File: config.mk
export PLATFORM = sky130hd
export DESIGN_NAME = ddr_memory_end_flat
export DESIGN_NICKNAME = d
export VERILOG_FILES = /design/src/pkg/ddr_cmd_pkg.sv /design/src/pkg/ddr_cmd_if.sv /design/src/rtl/burst_order.sv /design/src/rtl/ddr_memory_end.sv /design/src/flat_wrapper.sv
export SDC_FILE = /design/constraint.sdc
export NUM_CORES = 1
export LEC_CHECK = 0
export ABC_AREA = 1
export ABC_CLOCK_PERIOD_IN_PS = 6800
export CAP_MARGIN = 30
export CELL_PAD_IN_SITES_DETAIL_PLACEMENT = 0
export CELL_PAD_IN_SITES_GLOBAL_PLACEMENT = 1
export CORE_UTILIZATION = 39
export CTS_CLUSTER_DIAMETER = 100
export DETAILED_ROUTE_END_ITERATION = 6
export DONT_BUFFER_PORTS = 1
export PLACE_DENSITY = 0.7
export SLEW_MARGIN = 20
export SYNTH_ARGS = -nofsm -noshare
export SYNTH_HDL_FRONTEND = slang
export SYNTH_HIERARCHICAL = 1
export SYNTH_SLANG_ARGS = --single-unit
File: constraint.sdc
create_clock -name clock -period 6.8 [get_ports clock]
set_input_delay 1.36 -clock clock [delete_from_list [all_inputs] [get_ports clock]]
set_output_delay 1.36 -clock clock [all_outputs]
set_load 0.05 [all_outputs]
File: src/pkg/ddr_cmd_pkg.sv
package ddr_cmd_pkg;
    localparam int ADDR_W = 13;
    localparam int BANK_W = 2;
    localparam int MODE_W = 15;
    localparam int COL_W = 9;
    localparam int BEAT_W = 3;
    // Mode register field positions, then the auto-close address bit and the extended-select bank bit
    localparam int BL_LSB = 0;
    localparam int BL_MSB = 2;
    localparam int ORDER_BIT = 3;
    localparam int LAT_LSB = 4;
    localparam int LAT_MSB = 6;
    localparam int TEST_LSB = 7;
    localparam int TEST_MSB = 8;
    localparam int AUTO_CLOSE_BIT = 10;
    localparam int EXT_SEL_BIT = 0;
    // Burst length codes
    localparam logic [2:0] BL_CODE_2 = 3'h1;
    localparam logic [2:0] BL_CODE_4 = 3'h2;
    localparam logic [2:0] BL_CODE_8 = 3'h3;
    // Read latency codes, value in half cycles
    localparam logic [2:0] LAT_CODE_2 = 3'h2;
    localparam logic [2:0] LAT_CODE_3 = 3'h3;
    localparam logic [2:0] LAT_CODE_25 = 3'h6;
    localparam logic [3:0] HALF_LAT_2 = 4'h4;
    localparam logic [3:0] HALF_LAT_3 = 4'h6;
    localparam logic [3:0] HALF_LAT_25 = 4'h5;
    localparam logic [1:0] TEST_NORMAL = 2'h0;
    // Strobe pattern {rowN, colN, wrN} with chip select low
    localparam logic [2:0] PAT_OPEN = 3'h3;
    localparam logic [2:0] PAT_CLOSE = 3'h2;
    localparam logic [2:0] PAT_WRITE = 3'h4;
    localparam logic [2:0] PAT_READ = 3'h5;
    localparam logic [2:0] PAT_NOP = 3'h7;
    localparam logic [2:0] PAT_STOP = 3'h6;
    localparam logic [2:0] PAT_REFRESH = 3'h1;
    localparam logic [2:0] PAT_MODE = 3'h0;
    localparam int MODE_RECOVERY_CYCLES = 2;

    typedef enum logic [3:0] {
        CMD_DESELECT, CMD_NOP, CMD_OPEN, CMD_CLOSE, CMD_CLOSE_ALL,
        CMD_WRITE, CMD_READ, CMD_STOP, CMD_MODE, CMD_EXT_MODE,
        CMD_REFRESH, CMD_SELF_ENTER, CMD_SELF_EXIT, CMD_PD_ENTER,
        CMD_PD_EXIT, CMD_ILLEGAL
    } cmd_t;

    typedef enum logic [2:0] {
        PWR_ON, PWR_SELF, PWR_PD_PRE, PWR_PD_ACT
    } pwr_t;

    function automatic logic [3:0] burstLen(input logic [2:0] code);
        case (code)
            BL_CODE_2: burstLen = 4'h2;
            BL_CODE_4: burstLen = 4'h4;
            BL_CODE_8: burstLen = 4'h8;
            default: burstLen = 4'h0;
        endcase
    endfunction : burstLen
endpackage : ddr_cmd_pkg

File: src/pkg/ddr_cmd_if.sv
`timescale 1ns/1ps
`default_nettype none
interface ddr_cmd_if
    import ddr_cmd_pkg::*;
(
    input wire logic clock
);
    logic chipSelectN;
    logic rowStrobeN;
    logic columnStrobeN;
    logic writeStrobeN;
    logic clockGateInput;
    logic [BANK_W-1:0] bankSelect;
    logic [ADDR_W-1:0] address;
    logic lowerLaneMask;
    logic upperLaneMask;

    modport controller (
        input clock,
        output chipSelectN, rowStrobeN, columnStrobeN, writeStrobeN,
        output clockGateInput, bankSelect, address,
        output lowerLaneMask, upperLaneMask
    );
    modport memory (
        input clock,
        input chipSelectN, rowStrobeN, columnStrobeN, writeStrobeN,
        input clockGateInput, bankSelect, address,
        input lowerLaneMask, upperLaneMask
    );
endinterface : ddr_cmd_if
`default_nettype wire

File: src/rtl/burst_order.sv
`timescale 1ns/1ps
`default_nettype none
module burst_order
    import ddr_cmd_pkg::*;
(
    input wire logic [COL_W-1:0] startCol,
    input wire logic [BEAT_W-1:0] beat,
    input wire logic [2:0] lenCode,
    input wire logic interleaved,
    output logic [COL_W-1:0] beatCol
);
    logic [BEAT_W-1:0] lowMask;
    logic [BEAT_W-1:0] seqOff;
    logic [BEAT_W-1:0] offset;

    always_comb begin
        case (lenCode)
            BL_CODE_2: lowMask = 3'h1;
            BL_CODE_4: lowMask = 3'h3;
            BL_CODE_8: lowMask = 3'h7;
            default: lowMask = 3'h0;
        endcase
        seqOff = startCol[BEAT_W-1:0] + beat;
        offset = interleaved ? (startCol[BEAT_W-1:0] ^ beat) : seqOff;
        beatCol = {startCol[COL_W-1:BEAT_W],
            (startCol[BEAT_W-1:0] & ~lowMask) | (offset & lowMask)};
    end
endmodule : burst_order
`default_nettype wire

File: src/rtl/ddr_memory_end.sv
// Our own choices: the placing of the registers and the address-and-strobe port.
`timescale 1ns/1ps
`default_nettype none
module ddr_memory_end
    import ddr_cmd_pkg::*;
(
    input wire logic rst,
    ddr_cmd_if.memory link,
    output logic [3:0] cmdCode,
    output logic cmdValid,
    output logic [3:0] bankOpen,
    output logic [1:0] powerState,
    output logic [MODE_W-1:0] modeReg,
    output logic [MODE_W-1:0] extModeReg,
    output logic modeWritten,
    output logic [3:0] burstLength,
    output logic interleaved,
    output logic [3:0] readLatencyHalf,
    output logic testMode,
    output logic burstActive,
    output logic burstIsWrite,
    output logic autoClose,
    output logic [COL_W-1:0] beatColumn,
    output logic [1:0] laneWriteEnable,
    output logic [1:0] recoveryLeft
);
    logic [BANK_W-1:0] bankIn;
    logic [ADDR_W-1:0] addrIn;
    logic [2:0] pat;
    logic gateNow;
    logic gatePrev_q;
    logic anyOpen;
    logic idleCmd;
    cmd_t cmd;
    pwr_t pwr_q;
    logic [3:0] bankOpen_q;
    logic [MODE_W-1:0] mode_q;
    logic [MODE_W-1:0] extMode_q;
    logic modeWritten_q;
    logic [BANK_W-1:0] burstBank_q;
    logic [COL_W-1:0] startCol_q;
    logic [BEAT_W-1:0] beat_q;
    logic [3:0] beatsLeft_q;
    logic burstWrite_q;
    logic autoClose_q;
    logic [1:0] recovery_q;
    logic [3:0] cmdCode_q;
    logic cmdValid_q;
    logic [1:0] laneEn_q;

    assign bankIn = link.bankSelect;
    assign addrIn = link.address;
    assign gateNow = link.clockGateInput;
    assign pat = {link.rowStrobeN, link.columnStrobeN, link.writeStrobeN};
    assign anyOpen = |bankOpen_q;
    assign idleCmd = link.chipSelectN || (pat == PAT_NOP);

    always_ff @(posedge link.clock) begin
        if (rst) begin
            gatePrev_q <= 1'b1;
        end else begin
            gatePrev_q <= gateNow;
        end
    end

    always_comb begin
        cmd = CMD_ILLEGAL;
        if (pwr_q != PWR_ON) begin
            if (!gatePrev_q && gateNow && idleCmd) begin
                cmd = (pwr_q == PWR_SELF) ? CMD_SELF_EXIT : CMD_PD_EXIT;
            end else begin
                cmd = CMD_DESELECT;
            end
        end else if (gatePrev_q && !gateNow && idleCmd) begin
            cmd = CMD_PD_ENTER;
        end else if (link.chipSelectN) begin
            cmd = CMD_DESELECT;
        end else if (gatePrev_q) begin
            case (pat)
                PAT_OPEN: cmd = CMD_OPEN;
                PAT_CLOSE: cmd = addrIn[AUTO_CLOSE_BIT] ?
                    CMD_CLOSE_ALL : CMD_CLOSE;
                PAT_WRITE: cmd = CMD_WRITE;
                PAT_READ: cmd = CMD_READ;
                PAT_NOP: cmd = CMD_NOP;
                PAT_STOP: cmd = burstActive ? CMD_STOP : CMD_NOP;
                PAT_REFRESH: begin
                    if (!anyOpen) begin
                        cmd = gateNow ? CMD_REFRESH : CMD_SELF_ENTER;
                    end
                end
                PAT_MODE: cmd = bankIn[EXT_SEL_BIT] ?
                    CMD_EXT_MODE : CMD_MODE;
                default: cmd = CMD_ILLEGAL;
            endcase
        end
    end

    always_ff @(posedge link.clock) begin
        if (rst) begin
            cmdCode_q <= 4'h0;
            cmdValid_q <= 1'b0;
        end else begin
            cmdCode_q <= cmd;
            cmdValid_q <= (cmd != CMD_DESELECT) && (cmd != CMD_NOP);
        end
    end

    always_ff @(posedge link.clock) begin
        if (rst) begin
            pwr_q <= PWR_ON;
        end else begin
            case (cmd)
                CMD_SELF_ENTER: pwr_q <= PWR_SELF;
                CMD_PD_ENTER: pwr_q <= anyOpen ? PWR_PD_ACT : PWR_PD_PRE;
                CMD_SELF_EXIT, CMD_PD_EXIT: pwr_q <= PWR_ON;
                default: pwr_q <= pwr_q;
            endcase
        end
    end

    // Bank state; the controller guards bank targets, but not a reopen during an auto-close burst
    always_ff @(posedge link.clock) begin
        if (rst) begin
            bankOpen_q <= 4'h0;
        end else begin
            if (burstActive && autoClose_q && beatsLeft_q == 4'h1) begin
                bankOpen_q[burstBank_q] <= 1'b0;
            end
            if (cmd == CMD_OPEN) begin
                bankOpen_q[bankIn] <= 1'b1;
            end else if (cmd == CMD_CLOSE) begin
                bankOpen_q[bankIn] <= 1'b0;
            end else if (cmd == CMD_CLOSE_ALL) begin
                bankOpen_q <= 4'h0;
            end
        end
    end

    // Mode registers are not reset: contents stay undefined until written
    always_ff @(posedge link.clock) begin
        if (cmd == CMD_MODE) begin
            mode_q <= {bankIn, addrIn};
        end
        if (cmd == CMD_EXT_MODE) begin
            extMode_q <= {bankIn, addrIn};
        end
    end

    always_ff @(posedge link.clock) begin
        if (rst) begin
            modeWritten_q <= 1'b0;
            recovery_q <= 2'h0;
        end else begin
            if (cmd == CMD_MODE) begin
                modeWritten_q <= 1'b1;
            end
            if (cmd == CMD_MODE || cmd == CMD_EXT_MODE) begin
                recovery_q <= 2'(MODE_RECOVERY_CYCLES);
            end else if (recovery_q != 2'h0) begin
                recovery_q <= recovery_q - 2'h1;
            end
        end
    end

    // Burst tracking: a new access restarts, burst stop ends it
    always_ff @(posedge link.clock) begin
        if (rst) begin
            beatsLeft_q <= 4'h0;
            beat_q <= 3'h0;
            startCol_q <= '0;
            burstBank_q <= '0;
            burstWrite_q <= 1'b0;
            autoClose_q <= 1'b0;
        end else if (cmd == CMD_READ || cmd == CMD_WRITE) begin
            beatsLeft_q <= burstLen(mode_q[BL_MSB:BL_LSB]);
            beat_q <= 3'h0;
            startCol_q <= addrIn[COL_W-1:0];
            burstBank_q <= bankIn;
            burstWrite_q <= (cmd == CMD_WRITE);
            autoClose_q <= addrIn[AUTO_CLOSE_BIT];
        end else if (cmd == CMD_STOP) begin
            beatsLeft_q <= 4'h0;
        end else if (burstActive) begin
            beatsLeft_q <= beatsLeft_q - 4'h1;
            beat_q <= beat_q + 3'h1;
        end
    end

    always_ff @(posedge link.clock) begin
        if (rst) begin
            laneEn_q <= 2'h0;
        end else if (burstActive && burstWrite_q) begin
            laneEn_q <= {~link.upperLaneMask, ~link.lowerLaneMask};
        end else begin
            laneEn_q <= 2'h0;
        end
    end

    burst_order orderUnit (
        .startCol(startCol_q),
        .beat(beat_q),
        .lenCode(mode_q[BL_MSB:BL_LSB]),
        .interleaved(mode_q[ORDER_BIT]),
        .beatCol(beatColumn)
    );

    always_comb begin
        case (mode_q[LAT_MSB:LAT_LSB])
            LAT_CODE_2: readLatencyHalf = HALF_LAT_2;
            LAT_CODE_3: readLatencyHalf = HALF_LAT_3;
            LAT_CODE_25: readLatencyHalf = HALF_LAT_25;
            default: readLatencyHalf = 4'h0;
        endcase
    end

    assign burstActive = beatsLeft_q != 4'h0;
    assign burstIsWrite = burstWrite_q;
    assign autoClose = autoClose_q;
    assign cmdCode = cmdCode_q;
    assign cmdValid = cmdValid_q;
    assign bankOpen = bankOpen_q;
    assign powerState = pwr_q[1:0];
    assign modeReg = mode_q;
    assign extModeReg = extMode_q;
    assign modeWritten = modeWritten_q;
    assign burstLength = burstLen(mode_q[BL_MSB:BL_LSB]);
    assign interleaved = mode_q[ORDER_BIT];
    assign testMode = mode_q[TEST_MSB:TEST_LSB] != TEST_NORMAL;
    assign laneWriteEnable = laneEn_q;
    assign recoveryLeft = recovery_q;
endmodule : ddr_memory_end
`default_nettype wire

File: src/flat_wrapper.sv
// flat-port wrapper written by rule: the top's interface ports become plain ports
module ddr_memory_end_flat import ddr_cmd_pkg::*;
  (rst, cmdCode, cmdValid, bankOpen, powerState, modeReg, extModeReg, modeWritten, burstLength, interleaved, readLatencyHalf, testMode, burstActive, burstIsWrite, autoClose, beatColumn, laneWriteEnable, recoveryLeft, clock, link_chipSelectN, link_rowStrobeN, link_columnStrobeN, link_writeStrobeN, link_clockGateInput, link_bankSelect, link_address, link_lowerLaneMask, link_upperLaneMask);
  ddr_cmd_if link_i (.clock(clock));
  input wire logic rst;
  output logic [3:0] cmdCode;
  output logic cmdValid;
  output logic [3:0] bankOpen;
  output logic [1:0] powerState;
  output logic [MODE_W-1:0] modeReg;
  output logic [MODE_W-1:0] extModeReg;
  output logic modeWritten;
  output logic [3:0] burstLength;
  output logic interleaved;
  output logic [3:0] readLatencyHalf;
  output logic testMode;
  output logic burstActive;
  output logic burstIsWrite;
  output logic autoClose;
  output logic [COL_W-1:0] beatColumn;
  output logic [1:0] laneWriteEnable;
  output logic [1:0] recoveryLeft;
  input wire logic clock;
  input wire logic [$bits(link_i.chipSelectN)-1:0] link_chipSelectN;
  input wire logic [$bits(link_i.rowStrobeN)-1:0] link_rowStrobeN;
  input wire logic [$bits(link_i.columnStrobeN)-1:0] link_columnStrobeN;
  input wire logic [$bits(link_i.writeStrobeN)-1:0] link_writeStrobeN;
  input wire logic [$bits(link_i.clockGateInput)-1:0] link_clockGateInput;
  input wire logic [$bits(link_i.bankSelect)-1:0] link_bankSelect;
  input wire logic [$bits(link_i.address)-1:0] link_address;
  input wire logic [$bits(link_i.lowerLaneMask)-1:0] link_lowerLaneMask;
  input wire logic [$bits(link_i.upperLaneMask)-1:0] link_upperLaneMask;
  assign link_i.chipSelectN = link_chipSelectN;
  assign link_i.rowStrobeN = link_rowStrobeN;
  assign link_i.columnStrobeN = link_columnStrobeN;
  assign link_i.writeStrobeN = link_writeStrobeN;
  assign link_i.clockGateInput = link_clockGateInput;
  assign link_i.bankSelect = link_bankSelect;
  assign link_i.address = link_address;
  assign link_i.lowerLaneMask = link_lowerLaneMask;
  assign link_i.upperLaneMask = link_upperLaneMask;
  ddr_memory_end u_core (.rst(rst), .link(link_i), .cmdCode(cmdCode), .cmdValid(cmdValid), .bankOpen(bankOpen), .powerState(powerState), .modeReg(modeReg), .extModeReg(extModeReg), .modeWritten(modeWritten), .burstLength(burstLength), .interleaved(interleaved), .readLatencyHalf(readLatencyHalf), .testMode(testMode), .burstActive(burstActive), .burstIsWrite(burstIsWrite), .autoClose(autoClose), .beatColumn(beatColumn), .laneWriteEnable(laneWriteEnable), .recoveryLeft(recoveryLeft));
endmodule
==> load_flow_metrics.sql <==
INSERT INTO impl_metrics (metric_group, metric, value, unit) VALUES
('outcome', 'status', 'finished, final reports clean', ''),
('sta', 'skew', '0.00868', 'ns'),
('drt', 'drt_drc_violations_left', '0', ''),
('logic_synthesis', 'post_synthesis_area_per_instance', '9.29', 'um^2'),
('sta', 'timing.final.setup_violations', '0', ''),
('grt', 'globalRoute.totalOverflow', '0', ''),
('sta', 'tightestPinTransition', '1.02', 'ns'),
('place', 'port-buffer-count', '0', ''),
('logic_synthesis', 'syn-cell-area', '3230', 'um^2'),
('clock_network', 'cts_hold_buffers', '0', ''),
('sta', 'timing.fmax', '287', 'MHz'),
('pwr', 'p_clk_share', '29.0', '%'),
('pwr', 'p_int', '0.698', 'mW'),
('floorplan', 'die_width', '93.1', 'um'),
('grt', 'number_of_antenna_violations_at_the_first_check_in_global_routing', '0', ''),
('pwr', 'ir_worst_vdd', '0.0000919', 'V'),
('worst_hold_path', 'worstHoldPathType', 'flip-flop to flip-flop', ''),
('clock_network', 'post_cts_resized', '0', ''),
('grt', 'vias_in_the_first_global_route', '2147', ''),
('clock_network', 'clk_lat_worst_skew', '0.34', 'ns'),
('pwr', 'combinationalPowerShare', '21.3', '%'),
('pwr', 'netSwitchingPower', '0.406', 'mW'),
('clock_network', 'clockBufferDepth', '2', ''),
('pwr', 'seq_power_share', '49.7', '%'),
('flow_run', 'max_cap_violations', '0', ''),
('clock_network', 'path_clk_slew', '0.08', 'ns'),
('layout', 'drive_gt1_share', '23.1', '%'),
('worst_setup_path', 'cp.arrival', '2.13', 'ns'),
('logic_synthesis', 'post_synth_inst_count', '348', ''),
('logic_synthesis', 'postSynthRegisterBits', '67', ''),
('clock_network', 'cts_tree', 'yes', ''),
('logic_synthesis', 'yosys_warnings', '6', ''),
('logic_synthesis', 'synth_flop_cell', 'sky130_fd_sc_hd__dfxtp_1', ''),
('logic_synthesis', 'synth_enable_flop_cells', '30', ''),
('worst_setup_path', 'critPathMaxFanout', '6', ''),
('sta', 'timing.final.hold_violations', '0', ''),
('layout', 'antenna_cells', '0', ''),
('grt', 'grtUsageTotal', '16.6', '%'),
('logic_synthesis', 'asyncSetResetFlopFracSynth', '0', '%'),
('clock_network', 'clk_root_buffer_cell', 'sky130_fd_sc_hd__clkbuf_8', ''),
('sta', 'final_period_minus_worst_setup_slack', '3.49', 'ns'),
('floorplan', 'row_count', '32', ''),
('layout', 'design_area', '3470', 'um^2'),
('worst_setup_path', 'end_kind', 'output port', ''),
('sta', 'setup_repair_after_global_routing_missed_its_margin', 'no', ''),
('pwr', 'static-leakage-power', '1.38', 'nW'),
('logic_synthesis', 'ys_top_cells_by_area', 'sky130_fd_sc_hd__edfxtp_1 28%, sky130_fd_sc_hd__dfxtp_1 23%, sky130_fd_sc_hd__nand2_1 6.7%', ''),
('place', 'place_congestion', '0.811', ''),
('floorplan', 'die_area', '8660', 'um^2'),
('clock_network', 'cts_htree_levels', '3', ''),
('place', 'dp.final_hpwl', '4.92', 'mm'),
('drt', 'wl', '6.86', 'mm'),
('worst_setup_path', 'startpoint_type', 'flip-flop', ''),
('logic_synthesis', 'synthDominantCellAreaShare', '27.9', '%'),
('logic_synthesis', 'synth.largest_area_cell', 'sky130_fd_sc_hd__edfxtp_1', ''),
('logic_synthesis', 'most_used_standard_cell_by_instance_count_after_synthesis', 'sky130_fd_sc_hd__nand2_1', ''),
('logic_synthesis', 'synth.yosys.seq_area_share', '50.8', '%'),
('layout', 'design.final.nets', '376', ''),
('sta', 'slew_headroom', '32.0', '%'),
('floorplan', 'dieHeight', '93.1', 'um'),
('layout', 'layout_overhead_on_the_synthesized_area', '7.35', '%'),
('drt', 'average_wire_per_cell_in_the_routed_design', '15.2', 'um'),
('drt', 'drt_pass1_iterations', '4', ''),
('worst_setup_path', 'worstPathRequired', '5.44', 'ns'),
('drt', 'via_count', '2237', ''),
('pwr', 'switching_part_of_the_total', '36.8', '%'),
('drt', 'post_detailed_route_via_to_cell_ratio', '4.95', ''),
('floorplan', 'placeable_area', '7890', 'um^2'),
('worst_setup_path', 'worstSetupPathType', 'flip-flop to output port', ''),
('sta', 'timing.final.crit_share', '51.3', '%'),
('clock_network', 'post-cts-setup-buffer-count', '0', '');
-- sequential cells by signal, summed over array words and instances (netlist names) --
signal / count
u_core/gatePrev_q: 1
u_core/modeReg: 15
u_core/beatsLeft_q: 4
u_core/burstBank_q: 2
u_core/modeWritten: 1
u_core/beat_q: 3
u_core/cmdCode: 4
u_core/laneWriteEnable: 2
u_core/pwr_q: 2
u_core/bankOpen: 4
u_core/cmdValid: 1
u_core/autoClose: 1
u_core/recoveryLeft: 2
u_core/startCol_q: 9
u_core/extModeReg: 15
u_core/burstIsWrite: 1
-- worst max-delay path, stage by stage (launching register included) --
cell and delay [ns]:
sky130_fd_sc_hd__edfxtp_1 1.01, sky130_fd_sc_hd__nand2_1 0.10, sky130_fd_sc_hd__o21ai_0 0.10, sky130_fd_sc_hd__nand2_1 0.07, sky130_fd_sc_hd__o21ai_1 0.50
-- routing by layer --
layer / share of wire (%) / GRT usage [%] / wire length [um] / up-vias
li1: - / - / - / 1128
met1: 45 / 20.3 / 3070 / 1042
met2: 48 / 26.6 / 3280 / 59
met3: 6.3 / 5.85 / 431 / 8
met4: 1.0 / 6.79 / 72 / 0
met5: 0 / 0 / 0 / -
-- power groups by stage --
stage,combinational [mW],sequential [mW],clock [mW]
2_1_floorplan,0.217,0.542,0
3_3_place_gp,0.235,0.558,0
3_5_place_dp,0.237,0.558,0
4_1_cts,0.238,0.550,0.332
5_1_grt,0.264,0.554,0.347
6_report,0.236,0.549,0.320
-- stage by stage --
stage	utilization (%)	worst slack [ns]	instances	power [mW]
final	44.0	3.31	452	1.10
after detailed placement	41.6	3.68	436	0.795
after CTS	44.0	3.28	452	1.12
after global routing	44.0	3.18	452	1.16
after floorplan	-	2.79	349	0.758
after global placement	41.6	3.68	436	0.793
-- cell families after synthesis --
| logic type | share of synthesized area, % |
|---|---|
| AND/OR/NAND/NOR | 28.2 |
| flip-flops | 50.8 |
| buffers and inverters | 8.43 |
| AO/OA/AOI/OAI | 8.78 |
| adder cells (fa/ha/maj) | 2.94 |
| XOR/XNOR | 0.813 |
| other | 0.116 |
-- area by class of cell --
cell class,instances,area (um^2),share of cell area [%]
Clock buffer,10,128,3.68
Clock inverter,6,65.1,1.87
Inverter,40,153,4.40
Multi-Input combinational cell,226,1350,38.9
Sequential cell,67,1640,47.3
Tap cell,102,128,3.68
Timing Repair Buffer,1,7.51,0.216
-- placed cells by master (no fill, tap or decap), types with 6 or more instances in the layout --
cell type	Yosys	final
sky130_fd_sc_hd__nand2_2	22	22
sky130_fd_sc_hd__inv_1	36	36
sky130_fd_sc_hd__ha_1	6	6
sky130_fd_sc_hd__nand2_1	58	58
sky130_fd_sc_hd__a21oi_1	17	17
sky130_fd_sc_hd__nand3_1	18	18
sky130_fd_sc_hd__clkbuf_8	0	9
sky130_fd_sc_hd__a21oi_2	12	12
sky130_fd_sc_hd__nor2_1	32	32
sky130_fd_sc_hd__edfxtp_1	30	30
sky130_fd_sc_hd__nand4_1	7	7
sky130_fd_sc_hd__dfxtp_1	37	37
-- worst paths after layout --
check	start	endpoint	slack, ns	cells after the start
worst min register to register	u_core/startCol_q[0]	u_core/startCol_q[0]	0.48	2
worst max register to register	u_core/beatsLeft_q[0]	u_core/modeReg[1]	4.01	10
worst max-delay path	u_core/modeReg[3]	beatColumn[1]	3.31	4
worst min-delay path	u_core/startCol_q[0]	u_core/startCol_q[0]	0.48	2
No activity file was read; power rests on OpenSTA's default activity.
